## src/hdl/itbt_pkg.sv

```systemverilog
// constants, register map and types of the interval and time-base timer
// assumes a 250 MHz core clock and an asynchronous 32.768 kHz watch clock pin
package itbt_pkg;

    // register indices; byte address is four times the index
    localparam logic [15:0] IDX_MODE = 16'hffb0;
    localparam logic [15:0] IDX_COUNT = 16'hffb1;
    localparam logic [15:0] IDX_IRQ_STAT = 16'hffb8;
    localparam logic [15:0] IDX_IRQ_MASK = 16'hffb9;
    localparam logic [15:0] IDX_PORT_MODE = 16'hffba;
    localparam logic [15:0] IDX_POWER = 16'hffbb;

    // values after reset, counter full value and reserved mode bit
    localparam logic [7:0] MODE_RESET = 8'h10;
    localparam logic [7:0] COUNT_RESET = 8'h00;
    localparam logic [7:0] COUNT_FULL = 8'hff;
    localparam int MODE_RSVD_BIT = 4;

    // mode register field positions
    localparam int OUT_SEL_MSB = 7;
    localparam int TIME_BASE_BIT = 3;
    localparam int CLEAR_SEL_BIT = 2;

    // prescaler widths
    localparam int SYS_PRE_W = 13;
    localparam int WATCH_PRE_W = 7;

    // system tap masks, indexed by the low three mode bits: /8192 .. /8
    localparam logic [SYS_PRE_W-1:0] SYS_TAP_MASK [8] = '{
        13'h1fff, 13'h0fff, 13'h07ff, 13'h01ff,
        13'h00ff, 13'h007f, 13'h001f, 13'h0007};

    // watch tap masks for 1 s, 0.5 s, 0.25 s, 0.03125 s overflow periods
    localparam logic [WATCH_PRE_W-1:0] WATCH_TAP_MASK [4] = '{7'h7f, 7'h3f, 7'h1f, 7'h03};

    // prescaler bit giving a square wave of /32, /16, /8, /4
    localparam logic [2:0] CLKOUT_BIT [4] = '{3'h4, 3'h3, 3'h2, 3'h1};

    // axi responses
    localparam logic [1:0] RESP_OKAY = 2'h0;
    localparam logic [1:0] RESP_SLVERR = 2'h2;

    typedef enum logic [2:0] {
        PWR_ACTIVE,
        PWR_SLEEP,
        PWR_WATCH,
        PWR_SUBACTIVE,
        PWR_SUBSLEEP,
        PWR_STANDBY
    } itbt_power_type;

endpackage : itbt_pkg

```

## src/hdl/itbt_edge_if.sv

```systemverilog
// carrier between the watch-pin synchroniser and the timer core
// assumes both ends run on core_clk
`timescale 1ns/1ps
interface itbt_edge_if;
    logic level;
    logic rise;
    modport src (output level, output rise);
    modport dst (input level, input rise);
endinterface : itbt_edge_if

```

## src/hdl/itbt_timer.sv

```systemverilog
// interval and time-base timer with divided clock output and axi4-lite slave
// assumes a free-running 32.768 kHz watch clock on watch_clk_pin
`timescale 1ns/1ps
module itbt_timer
    import itbt_pkg::*;
(
    input wire logic core_clk,
    input wire logic reset_n,
    input wire logic watch_clk_pin,
    output logic divided_clock_out,
    output logic irq,
    input wire logic [17:0] s_axi_awaddr,
    input wire logic s_axi_awvalid,
    output logic s_axi_awready,
    input wire logic [31:0] s_axi_wdata,
    input wire logic [3:0] s_axi_wstrb,
    input wire logic s_axi_wvalid,
    output logic s_axi_wready,
    output logic [1:0] s_axi_bresp,
    output logic s_axi_bvalid,
    input wire logic s_axi_bready,
    input wire logic [17:0] s_axi_araddr,
    input wire logic s_axi_arvalid,
    output logic s_axi_arready,
    output logic [31:0] s_axi_rdata,
    output logic [1:0] s_axi_rresp,
    output logic s_axi_rvalid,
    input wire logic s_axi_rready
);
    itbt_edge_if watch_ev ();

    logic [7:0] timer_mode_select_q;
    logic [7:0] timer_count_value_q;
    logic [7:0] count_d;
    logic [SYS_PRE_W-1:0] system_prescaler_q;
    logic [WATCH_PRE_W-1:0] watch_prescaler_q;
    logic overflow_request_flag_q;
    logic overflow_irq_enable_q;
    logic clkout_enable_q;
    itbt_power_type power_q;
    logic clkout_q;
    logic irq_q;

    logic aw_have_q;
    logic w_have_q;
    logic [15:0] aw_idx_q;
    logic [7:0] wbyte_q;
    logic wlane_q;
    logic awready_q;
    logic wready_q;
    logic bvalid_q;
    logic [1:0] bresp_q;
    logic arready_q;
    logic rvalid_q;
    logic [7:0] rbyte_q;
    logic [1:0] rresp_q;

    // watch pin passes two flip-flops before any use
    itbt_sync_edge u_watch_sync (
        .core_clk(core_clk),
        .reset_n(reset_n),
        .async_in(watch_clk_pin),
        .ev(watch_ev)
    );

    // power-state decode
    wire sys_run = (power_q == PWR_ACTIVE) || (power_q == PWR_SLEEP);
    wire watch_out_ok = sys_run || (power_q == PWR_SUBACTIVE);
    wire tb_run = (power_q != PWR_STANDBY);

    // mode decode
    wire time_base = timer_mode_select_q[TIME_BASE_BIT];
    wire hold_clear = timer_mode_select_q[TIME_BASE_BIT] &
                      timer_mode_select_q[CLEAR_SEL_BIT];
    wire [2:0] tap_sel = timer_mode_select_q[2:0];
    wire [1:0] period_sel = timer_mode_select_q[1:0];
    wire [2:0] out_sel = timer_mode_select_q[OUT_SEL_MSB:OUT_SEL_MSB-2];

    // tick selection from the two prescalers
    wire [SYS_PRE_W-1:0] sys_mask = SYS_TAP_MASK[tap_sel];
    wire [WATCH_PRE_W-1:0] watch_mask = WATCH_TAP_MASK[period_sel];
    wire sys_tap = (system_prescaler_q & sys_mask) == sys_mask;
    wire watch_tap = watch_ev.rise && ((watch_prescaler_q & watch_mask) == watch_mask);
    wire interval_tick = sys_run && !time_base && sys_tap;
    wire tb_tick = tb_run && time_base && !hold_clear && watch_tap;
    wire cnt_tick = interval_tick || tb_tick;
    wire overflow = cnt_tick && (timer_count_value_q == COUNT_FULL);

    // counter next value; wrap comes from 8-bit overflow of the add
    assign count_d = hold_clear ? COUNT_RESET :
                     cnt_tick ? timer_count_value_q + 8'h01 :
                     timer_count_value_q;

    // system prescaler stops outside active and sleep to save power
    always_ff @(posedge core_clk or negedge reset_n) begin
        if (!reset_n) begin
            system_prescaler_q <= '0;
        end else if (sys_run) begin
            system_prescaler_q <= system_prescaler_q + 13'h0001;
        end
    end

    // watch prescaler steps on each synchronised rising watch edge unless clear select holds it at zero
    always_ff @(posedge core_clk or negedge reset_n) begin
        if (!reset_n) begin
            watch_prescaler_q <= '0;
        end else if (hold_clear) begin
            watch_prescaler_q <= '0;
        end else if (watch_ev.rise) begin
            watch_prescaler_q <= watch_prescaler_q + 7'h01;
        end
    end

    // counter register; no bus path writes it
    always_ff @(posedge core_clk or negedge reset_n) begin
        if (!reset_n) begin
            timer_count_value_q <= COUNT_RESET;
        end else begin
            timer_count_value_q <= count_d;
        end
    end

    // divided clock output selection
    wire sys_bit = system_prescaler_q[CLKOUT_BIT[out_sel[1:0]]];
    wire watch_bit = watch_prescaler_q[CLKOUT_BIT[out_sel[1:0]]];
    wire out_avail = out_sel[2] ? watch_out_ok : sys_run;
    wire out_level = out_sel[2] ? watch_bit : sys_bit;
    wire clkout_d = clkout_enable_q && out_avail && out_level;

    // output and interrupt flops; pin rests low when disabled
    always_ff @(posedge core_clk or negedge reset_n) begin
        if (!reset_n) begin
            clkout_q <= 1'b0;
            irq_q <= 1'b0;
        end else begin
            clkout_q <= clkout_d;
            irq_q <= overflow_request_flag_q && overflow_irq_enable_q;
        end
    end

    // write decode, performed once address and data are both held
    wire wr_fire = aw_have_q && w_have_q && !bvalid_q;
    wire wr_en = wr_fire && wlane_q;
    wire wr_mode = (aw_idx_q == IDX_MODE);
    wire wr_count = (aw_idx_q == IDX_COUNT);
    wire wr_stat = (aw_idx_q == IDX_IRQ_STAT);
    wire wr_mask = (aw_idx_q == IDX_IRQ_MASK);
    wire wr_port = (aw_idx_q == IDX_PORT_MODE);
    wire wr_power = (aw_idx_q == IDX_POWER);
    wire wr_hit = wr_mode || wr_count || wr_stat || wr_mask || wr_port || wr_power;
    wire power_legal = (wbyte_q[2:0] <= 3'(PWR_STANDBY));

    // read decode
    wire ar_fire = s_axi_arvalid && s_axi_arready;
    wire [15:0] ar_idx = s_axi_araddr[17:2];
    wire rd_mode = (ar_idx == IDX_MODE);
    wire rd_count = (ar_idx == IDX_COUNT);
    wire rd_stat = (ar_idx == IDX_IRQ_STAT);
    wire rd_mask = (ar_idx == IDX_IRQ_MASK);
    wire rd_port = (ar_idx == IDX_PORT_MODE);
    wire rd_power = (ar_idx == IDX_POWER);
    wire rd_hit = rd_mode || rd_count || rd_stat || rd_mask || rd_port || rd_power;
    wire [7:0] mode_view = timer_mode_select_q | 8'h10;
    wire [7:0] rd_byte = rd_mode ? mode_view :
                         rd_count ? timer_count_value_q :
                         rd_stat ? {7'h00, overflow_request_flag_q} :
                         rd_mask ? {7'h00, overflow_irq_enable_q} :
                         rd_port ? {7'h00, clkout_enable_q} :
                         rd_power ? {5'h00, power_q} : 8'h00;
    wire stat_clear = ar_fire && rd_stat;

    // software-written control registers; bit 4 of mode never stored low
    always_ff @(posedge core_clk or negedge reset_n) begin
        if (!reset_n) begin
            timer_mode_select_q <= MODE_RESET;
            overflow_irq_enable_q <= 1'b0;
            clkout_enable_q <= 1'b0;
            power_q <= PWR_ACTIVE;
        end else if (wr_en) begin
            if (wr_mode) begin
                timer_mode_select_q <= {wbyte_q[7:5], 1'b1, wbyte_q[3:0]};
            end
            if (wr_mask) begin
                overflow_irq_enable_q <= wbyte_q[0];
            end
            if (wr_port) begin
                clkout_enable_q <= wbyte_q[0];
            end
            if (wr_power && power_legal) begin
                power_q <= itbt_power_type'(wbyte_q[2:0]);
            end
        end
    end

    // sticky flag: read clears, a same-cycle overflow wins
    always_ff @(posedge core_clk or negedge reset_n) begin
        if (!reset_n) begin
            overflow_request_flag_q <= 1'b0;
        end else begin
            overflow_request_flag_q <= (overflow_request_flag_q && !stat_clear)
                                       || overflow;
        end
    end

    // write address and data channels, accepted in either order
    always_ff @(posedge core_clk or negedge reset_n) begin
        if (!reset_n) begin
            aw_have_q <= 1'b0;
            awready_q <= 1'b0;
            aw_idx_q <= '0;
        end else if (s_axi_awvalid && awready_q) begin
            aw_have_q <= 1'b1;
            awready_q <= 1'b0;
            aw_idx_q <= s_axi_awaddr[17:2];
        end else if (wr_fire) begin
            aw_have_q <= 1'b0;
        end else if (!aw_have_q && !bvalid_q) begin
            awready_q <= 1'b1;
        end
    end

    always_ff @(posedge core_clk or negedge reset_n) begin
        if (!reset_n) begin
            w_have_q <= 1'b0;
            wready_q <= 1'b0;
            wbyte_q <= '0;
            wlane_q <= 1'b0;
        end else if (s_axi_wvalid && wready_q) begin
            w_have_q <= 1'b1;
            wready_q <= 1'b0;
            wbyte_q <= s_axi_wdata[7:0];
            wlane_q <= s_axi_wstrb[0];
        end else if (wr_fire) begin
            w_have_q <= 1'b0;
        end else if (!w_have_q && !bvalid_q) begin
            wready_q <= 1'b1;
        end
    end

    // write response; unmapped index answers slverr
    always_ff @(posedge core_clk or negedge reset_n) begin
        if (!reset_n) begin
            bvalid_q <= 1'b0;
            bresp_q <= RESP_OKAY;
        end else if (wr_fire) begin
            bvalid_q <= 1'b1;
            bresp_q <= wr_hit ? RESP_OKAY : RESP_SLVERR;
        end else if (s_axi_bready && bvalid_q) begin
            bvalid_q <= 1'b0;
        end
    end

    // read channel, data captured at the address handshake
    always_ff @(posedge core_clk or negedge reset_n) begin
        if (!reset_n) begin
            arready_q <= 1'b0;
            rvalid_q <= 1'b0;
            rbyte_q <= '0;
            rresp_q <= RESP_OKAY;
        end else if (ar_fire) begin
            arready_q <= 1'b0;
            rvalid_q <= 1'b1;
            rbyte_q <= rd_byte;
            rresp_q <= rd_hit ? RESP_OKAY : RESP_SLVERR;
        end else if (s_axi_rready && rvalid_q) begin
            rvalid_q <= 1'b0;
        end else if (!rvalid_q) begin
            arready_q <= 1'b1;
        end
    end

    assign divided_clock_out = clkout_q;
    assign irq = irq_q;
    assign s_axi_awready = awready_q;
    assign s_axi_wready = wready_q;
    assign s_axi_bvalid = bvalid_q;
    assign s_axi_bresp = bresp_q;
    assign s_axi_arready = arready_q;
    assign s_axi_rvalid = rvalid_q;
    assign s_axi_rresp = rresp_q;
    assign s_axi_rdata = {24'h00_0000, rbyte_q};

    // checks on the design's own outputs and internal state
    property p_mode_bit4;
        @(posedge core_clk) disable iff (!reset_n)
        (ar_fire && rd_mode) |=> (s_axi_rvalid && s_axi_rdata[MODE_RSVD_BIT]);
    endproperty
    a_mode_bit4: assert property (p_mode_bit4) else $error("mode bit 4 read low");

    property p_hold_clear;
        @(posedge core_clk) disable iff (!reset_n)
        hold_clear |=> (timer_count_value_q == 8'h00) && (watch_prescaler_q == 7'h00);
    endproperty
    a_hold_clear: assert property (p_hold_clear) else $error("clear select not clearing");

    property p_ovf_flag;
        @(posedge core_clk) disable iff (!reset_n)
        (cnt_tick && timer_count_value_q == 8'hff) |=> overflow_request_flag_q;
    endproperty
    a_ovf_flag: assert property (p_ovf_flag) else $error("overflow flag not set");

    property p_wrap;
        @(posedge core_clk) disable iff (!reset_n)
        (cnt_tick && !hold_clear && timer_count_value_q == 8'hff) |=> timer_count_value_q == 8'h00;
    endproperty
    a_wrap: assert property (p_wrap) else $error("counter did not wrap");

    property p_irq_gate;
        @(posedge core_clk) disable iff (!reset_n)
        irq |-> $past(overflow_request_flag_q && overflow_irq_enable_q);
    endproperty
    a_irq_gate: assert property (p_irq_gate) else $error("interrupt without enabled flag");

    property p_out_enable;
        @(posedge core_clk) disable iff (!reset_n)
        divided_clock_out |-> $past(clkout_enable_q);
    endproperty
    a_out_enable: assert property (p_out_enable) else $error("clock out while disabled");

    property p_sys_out_gate;
        @(posedge core_clk) disable iff (!reset_n)
        (!sys_run && !out_sel[2]) |=> !divided_clock_out;
    endproperty
    a_sys_out_gate: assert property (p_sys_out_gate) else $error("system clock out when halted");

    property p_count_cause;
        @(posedge core_clk) disable iff (!reset_n)
        (timer_count_value_q != $past(timer_count_value_q)) |-> $past(cnt_tick || hold_clear);
    endproperty
    a_count_cause: assert property (p_count_cause) else $error("counter moved without tick");

    property p_interval_halt;
        @(posedge core_clk) disable iff (!reset_n)
        (!sys_run && !time_base) |=> $stable(timer_count_value_q);
    endproperty
    a_interval_halt: assert property (p_interval_halt) else $error("interval counter ran halted");

    property p_read_answer;
        @(posedge core_clk) disable iff (!reset_n)
        ar_fire |=> s_axi_rvalid && !s_axi_arready;
    endproperty
    a_read_answer: assert property (p_read_answer) else $error("read answer missing");

    c_overflow: cover property (@(posedge core_clk) disable iff (!reset_n) overflow);
    c_irq: cover property (@(posedge core_clk) disable iff (!reset_n) $rose(irq));
    c_tb_tick: cover property (@(posedge core_clk) disable iff (!reset_n) tb_tick);
    c_clkout: cover property (@(posedge core_clk) disable iff (!reset_n) $rose(divided_clock_out));

endmodule : itbt_timer

```

## src/hdl/itbt_sync_edge.sv

```systemverilog
// two-stage synchroniser with rising-edge pulse for an asynchronous pin
// assumes the pin toggles far slower than core_clk
`timescale 1ns/1ps
module itbt_sync_edge (
    input wire logic core_clk,
    input wire logic reset_n,
    input wire logic async_in,
    itbt_edge_if.src ev
);
    logic meta_q;
    logic sync_q;
    logic last_q;

    // meta_q feeds only sync_q; edge seen one stage later
    always_ff @(posedge core_clk or negedge reset_n) begin
        if (!reset_n) begin
            meta_q <= 1'b0;
            sync_q <= 1'b0;
            last_q <= 1'b0;
        end else begin
            meta_q <= async_in;
            sync_q <= meta_q;
            last_q <= sync_q;
        end
    end

    // tick lands on a core_clk edge, so up to one period of jitter
    assign ev.level = sync_q;
    assign ev.rise = sync_q & ~last_q;

endmodule : itbt_sync_edge

```

## config.mk

```make
export PLATFORM = sky130hd
export DESIGN_NAME = itbt_timer
export DESIGN_NICKNAME = d
export VERILOG_FILES = /design/src/hdl/itbt_pkg.sv /design/src/hdl/itbt_edge_if.sv /design/src/hdl/itbt_timer.sv /design/src/hdl/itbt_sync_edge.sv
export SDC_FILE = /design/constraint.sdc
export NUM_CORES = 1
export LEC_CHECK = 0
export BUFFER_PORTS_ARGS = -buffer_cell sky130_fd_sc_hd__buf_2
export CAP_MARGIN = 20
export CORE_MARGIN = 2
export CORE_UTILIZATION = 54
export CTS_BUF_LIST = sky130_fd_sc_hd__clkbuf_2 sky130_fd_sc_hd__clkbuf_4 sky130_fd_sc_hd__clkbuf_8
export CTS_CLUSTER_SIZE = 20
export DETAILED_ROUTE_END_ITERATION = 8
export PLACE_DENSITY_LB_ADDON = 0.05
export SLEW_MARGIN = 0
export SYNTH_ARGS = -nofsm -noshare
export SYNTH_HDL_FRONTEND = slang
export SYNTH_SLANG_ARGS = --single-unit
```

## constraint.sdc

```tcl
create_clock -name core_clk -period 2.87 [get_ports core_clk]
set_input_delay 0.4305 -clock core_clk [delete_from_list [all_inputs] [get_ports core_clk]]
set_output_delay 0.4305 -clock core_clk [all_outputs]
set_load 0.02 [all_outputs]
```

==> flow_summary.ini <==
[outcome]
status = completed

[timing]
timing.setup.tns_ns = 0
fmax_mhz = 474
fin_crit_sh_pct = 73.5
layout_min_cycle_time_ns = 2.11
fin_worst_skew_ns = 0.0101
report.final.slew_viol_count = 0
slew_headroom_pct = 54.8
worst_pin_slew_ns = 0.676
whs_ns = 0.0711
setup_viol = 0
rsz0062_at_grt = no
final_hold_viol_count = 0

[cts]
cts_resized = 0
cts_tree = yes
cts-root-buf = clkbuf_8
cts_buffers = 9
clock_sinks = 87
path_clk_slew_ns = 0.10
h-tree-depth = 3
holdBufCountCts = 0
clock_path_buffers = 2
clkLatencyLatePin_ns = 0.35
cts_setup_buffers = 0

[routing]
routed_wl_mm = 8.13
wl_per_cell_um = 14.9
via_count = 3005
ant_nets = 0
via_per_inst = 5.49
drtPass1Iterations = 4
drtIter0Drc = 173
drc = 0

[synth]
synth_most_common_cell = dfrtp_1
synth_warnings = 0
synth_top_cell_by_area = dfrtp_1
ys.flop_type = dfrtp_1
yosysUniqueCellTypes = 54
synth_edf_count = 0
syn-cell-area_mm2 = 0.00429
async_reset_ff_share_pct = 100
synth_cells = 376
yosysTopAreaCellShare_pct = 50.8
syn_avg_cell_area_um2 = 11.4
yosys-top-cells-count = dfrtp_1, mux2_2, nand2_1
synth_area_leaders = dfrtp_1, mux2_2, buf_4
ys_seq_elements = 87
ys_seq_area_share_pct = 50.8

[setup_path]
cpPeakStageDelay_ns = 0.44
cp.arrival_ns = 2.35
crit_type = reg -> reg
cp-end-kind = register
cp_max_fo = 7
cp-start-kind = register
required_ns = 3.11
timing.rr.start = s_axi_bvalid$_DFFE_PN0P_
crit_slowest_cell = dfrtp_1
crit_chain = nand3b_1 > nor4_4 > nand4b_1 > mux2_2
crit_path_start = s_axi_bvalid$_DFFE_PN0P_

[final_layout]
drive_gt1_share_pct = 29.9
regArea_mm2 = 0.00218
final_core_util_pct = 61.9
nets = 524
diodes = 0
area_growth_pct = 11.6
multi_input_area_mm2 = 0.00192
final_cells = 547
nFillCells = 667

[die]
start_util_pct = 55.5
fp.dieH_um = 93.1
design.die.area_mm2 = 0.00867
ios = 123
coreArea_mm2 = 0.00773
row_count = 32
fp.dieW_um = 93.1

[run]
drv_cap = 0

[placement]
routabilityCongestion = 0.855
io_buffers = 64
dp.cells = 531
dp_hpwl_mm = 5.91

[power_and_ir_drop]
peakVddDrop_v = 0.000580
p_leak_nw = 2.23
powerDensity_mw_per_mm2 = 680

[grt]
grt_pass1_wl_mm = 13.6
grt_usage_pct = 20.0
grt_max_degree = 47
antenna_found_initial = 0
overflow = 0
grt_pass1_vias = 2806

[hold_path]
hold_path_class = in -> async
area by class of cell:
cell class	instances	share of cell area [%]
clock buffers	9	2.59
flip-flops and latches	87	45.5
inverters	10	0.784
multi-input cells	265	40.1
clock inverters	7	1.18
repair buffers	67	7.22
well taps	102	2.67
state kept, by name, indices dropped and copies added, names as in the netlist, 3 cells and up:
name,cells
system_prescaler_q,13
timer_mode_select_q,7
aw_idx_q,16
rbyte_q,8
timer_count_value_q,8
wbyte_q,7
watch_prescaler_q,7
power_q,3
where the power goes:
| part | switching (mW) | internal, mW |
|---|---|---|
| sequential | 0.255 | 1.52 |
| clock | 0.460 | 0.324 |
| combinational | 0.341 | 0.361 |
kinds of logic after synthesis:
group | count (synthesis) | share of synthesized area (%)
buf+inv | 49 | 6.71
simple gates | 112 | 14.8
compound gates | 61 | 10.3
flops | 87 | 50.8
xor+xnor | 16 | 3.27
fa+ha+maj | 4 | 1.17
other cells | 1 | 0.0874
mux | 46 | 12.9
cells in the final DEF (no fill, tap or decap), types with 3 or more instances in the layout:
cell type,n
dfrtp_1,87
buf_2,63
mux2_2,35
nand2_1,27
conb_1,26
nor2_1,14
nand3_1,13
a21oi_1,13
o21ai_0,12
inv_1,10
nand4_1,10
xnor2_1,9
clkbuf_8,9
and2_1,8
nor3_1,8
mux2i_1,7
nor2b_1,7
xor2_1,7
mux4_2,4
a221o_2,4
or3_1,4
a2111o_1,4
o21ai_1,4
ha_1,4
buf_4,4
and3_1,3
o31ai_1,3
nand4b_1,3
o21a_1,3
clkinv_4,3
per-layer routing:
layer  vias up  routed length, um  track usage, %  share of wire (%)
met5         -                  0               0                  0
met4         0                122            7.23                1.5
met3         8                366            3.06                4.5
met2        72               3760            31.0                 46
met1      1483               3880            29.0                 48
li1       1442                  -               -                  -
final timing paths:
path                       cells past startpoint  slack (ns)                            endpoint
min in group core_clk                          1        0.19       u_watch_sync.meta_q$_DFF_PN0_
hold reg to reg                                0        0.36     u_watch_sync.ev.level$_DFF_PN0_
setup reg to reg                               4        0.76  timer_mode_select_q[7]$_DFFE_PN0P_
setup / recovery                               4        0.76  timer_mode_select_q[7]$_DFFE_PN0P_
max in group asynchronous                      2        2.05              wbyte_q[7]$_DFFE_PN0P_
hold / removal                                 1        0.07  timer_count_value_q[3]$_DFFE_PN0P_
worst max-delay path: cells and delay by family (launching register included):
kind | cells | cell delay [ns]
and+or+nand+nor | 3 | 1.15
muxes | 1 | 0.41
DFF | 1 | 0.44
per-stage QoR:
stage          setup WS [ns]  power [mW]  area, um^2
6_report               0.760        3.26        4790
5_1_grt                0.536        3.48        4790
4_1_cts                0.748        3.30        4790
3_5_place_dp           0.733        2.51        4610
3_3_place_gp           0.759        2.48        4610
2_1_floorplan          0.880        2.31        4380
Note: power is estimated with default switching activity, not from simulation.
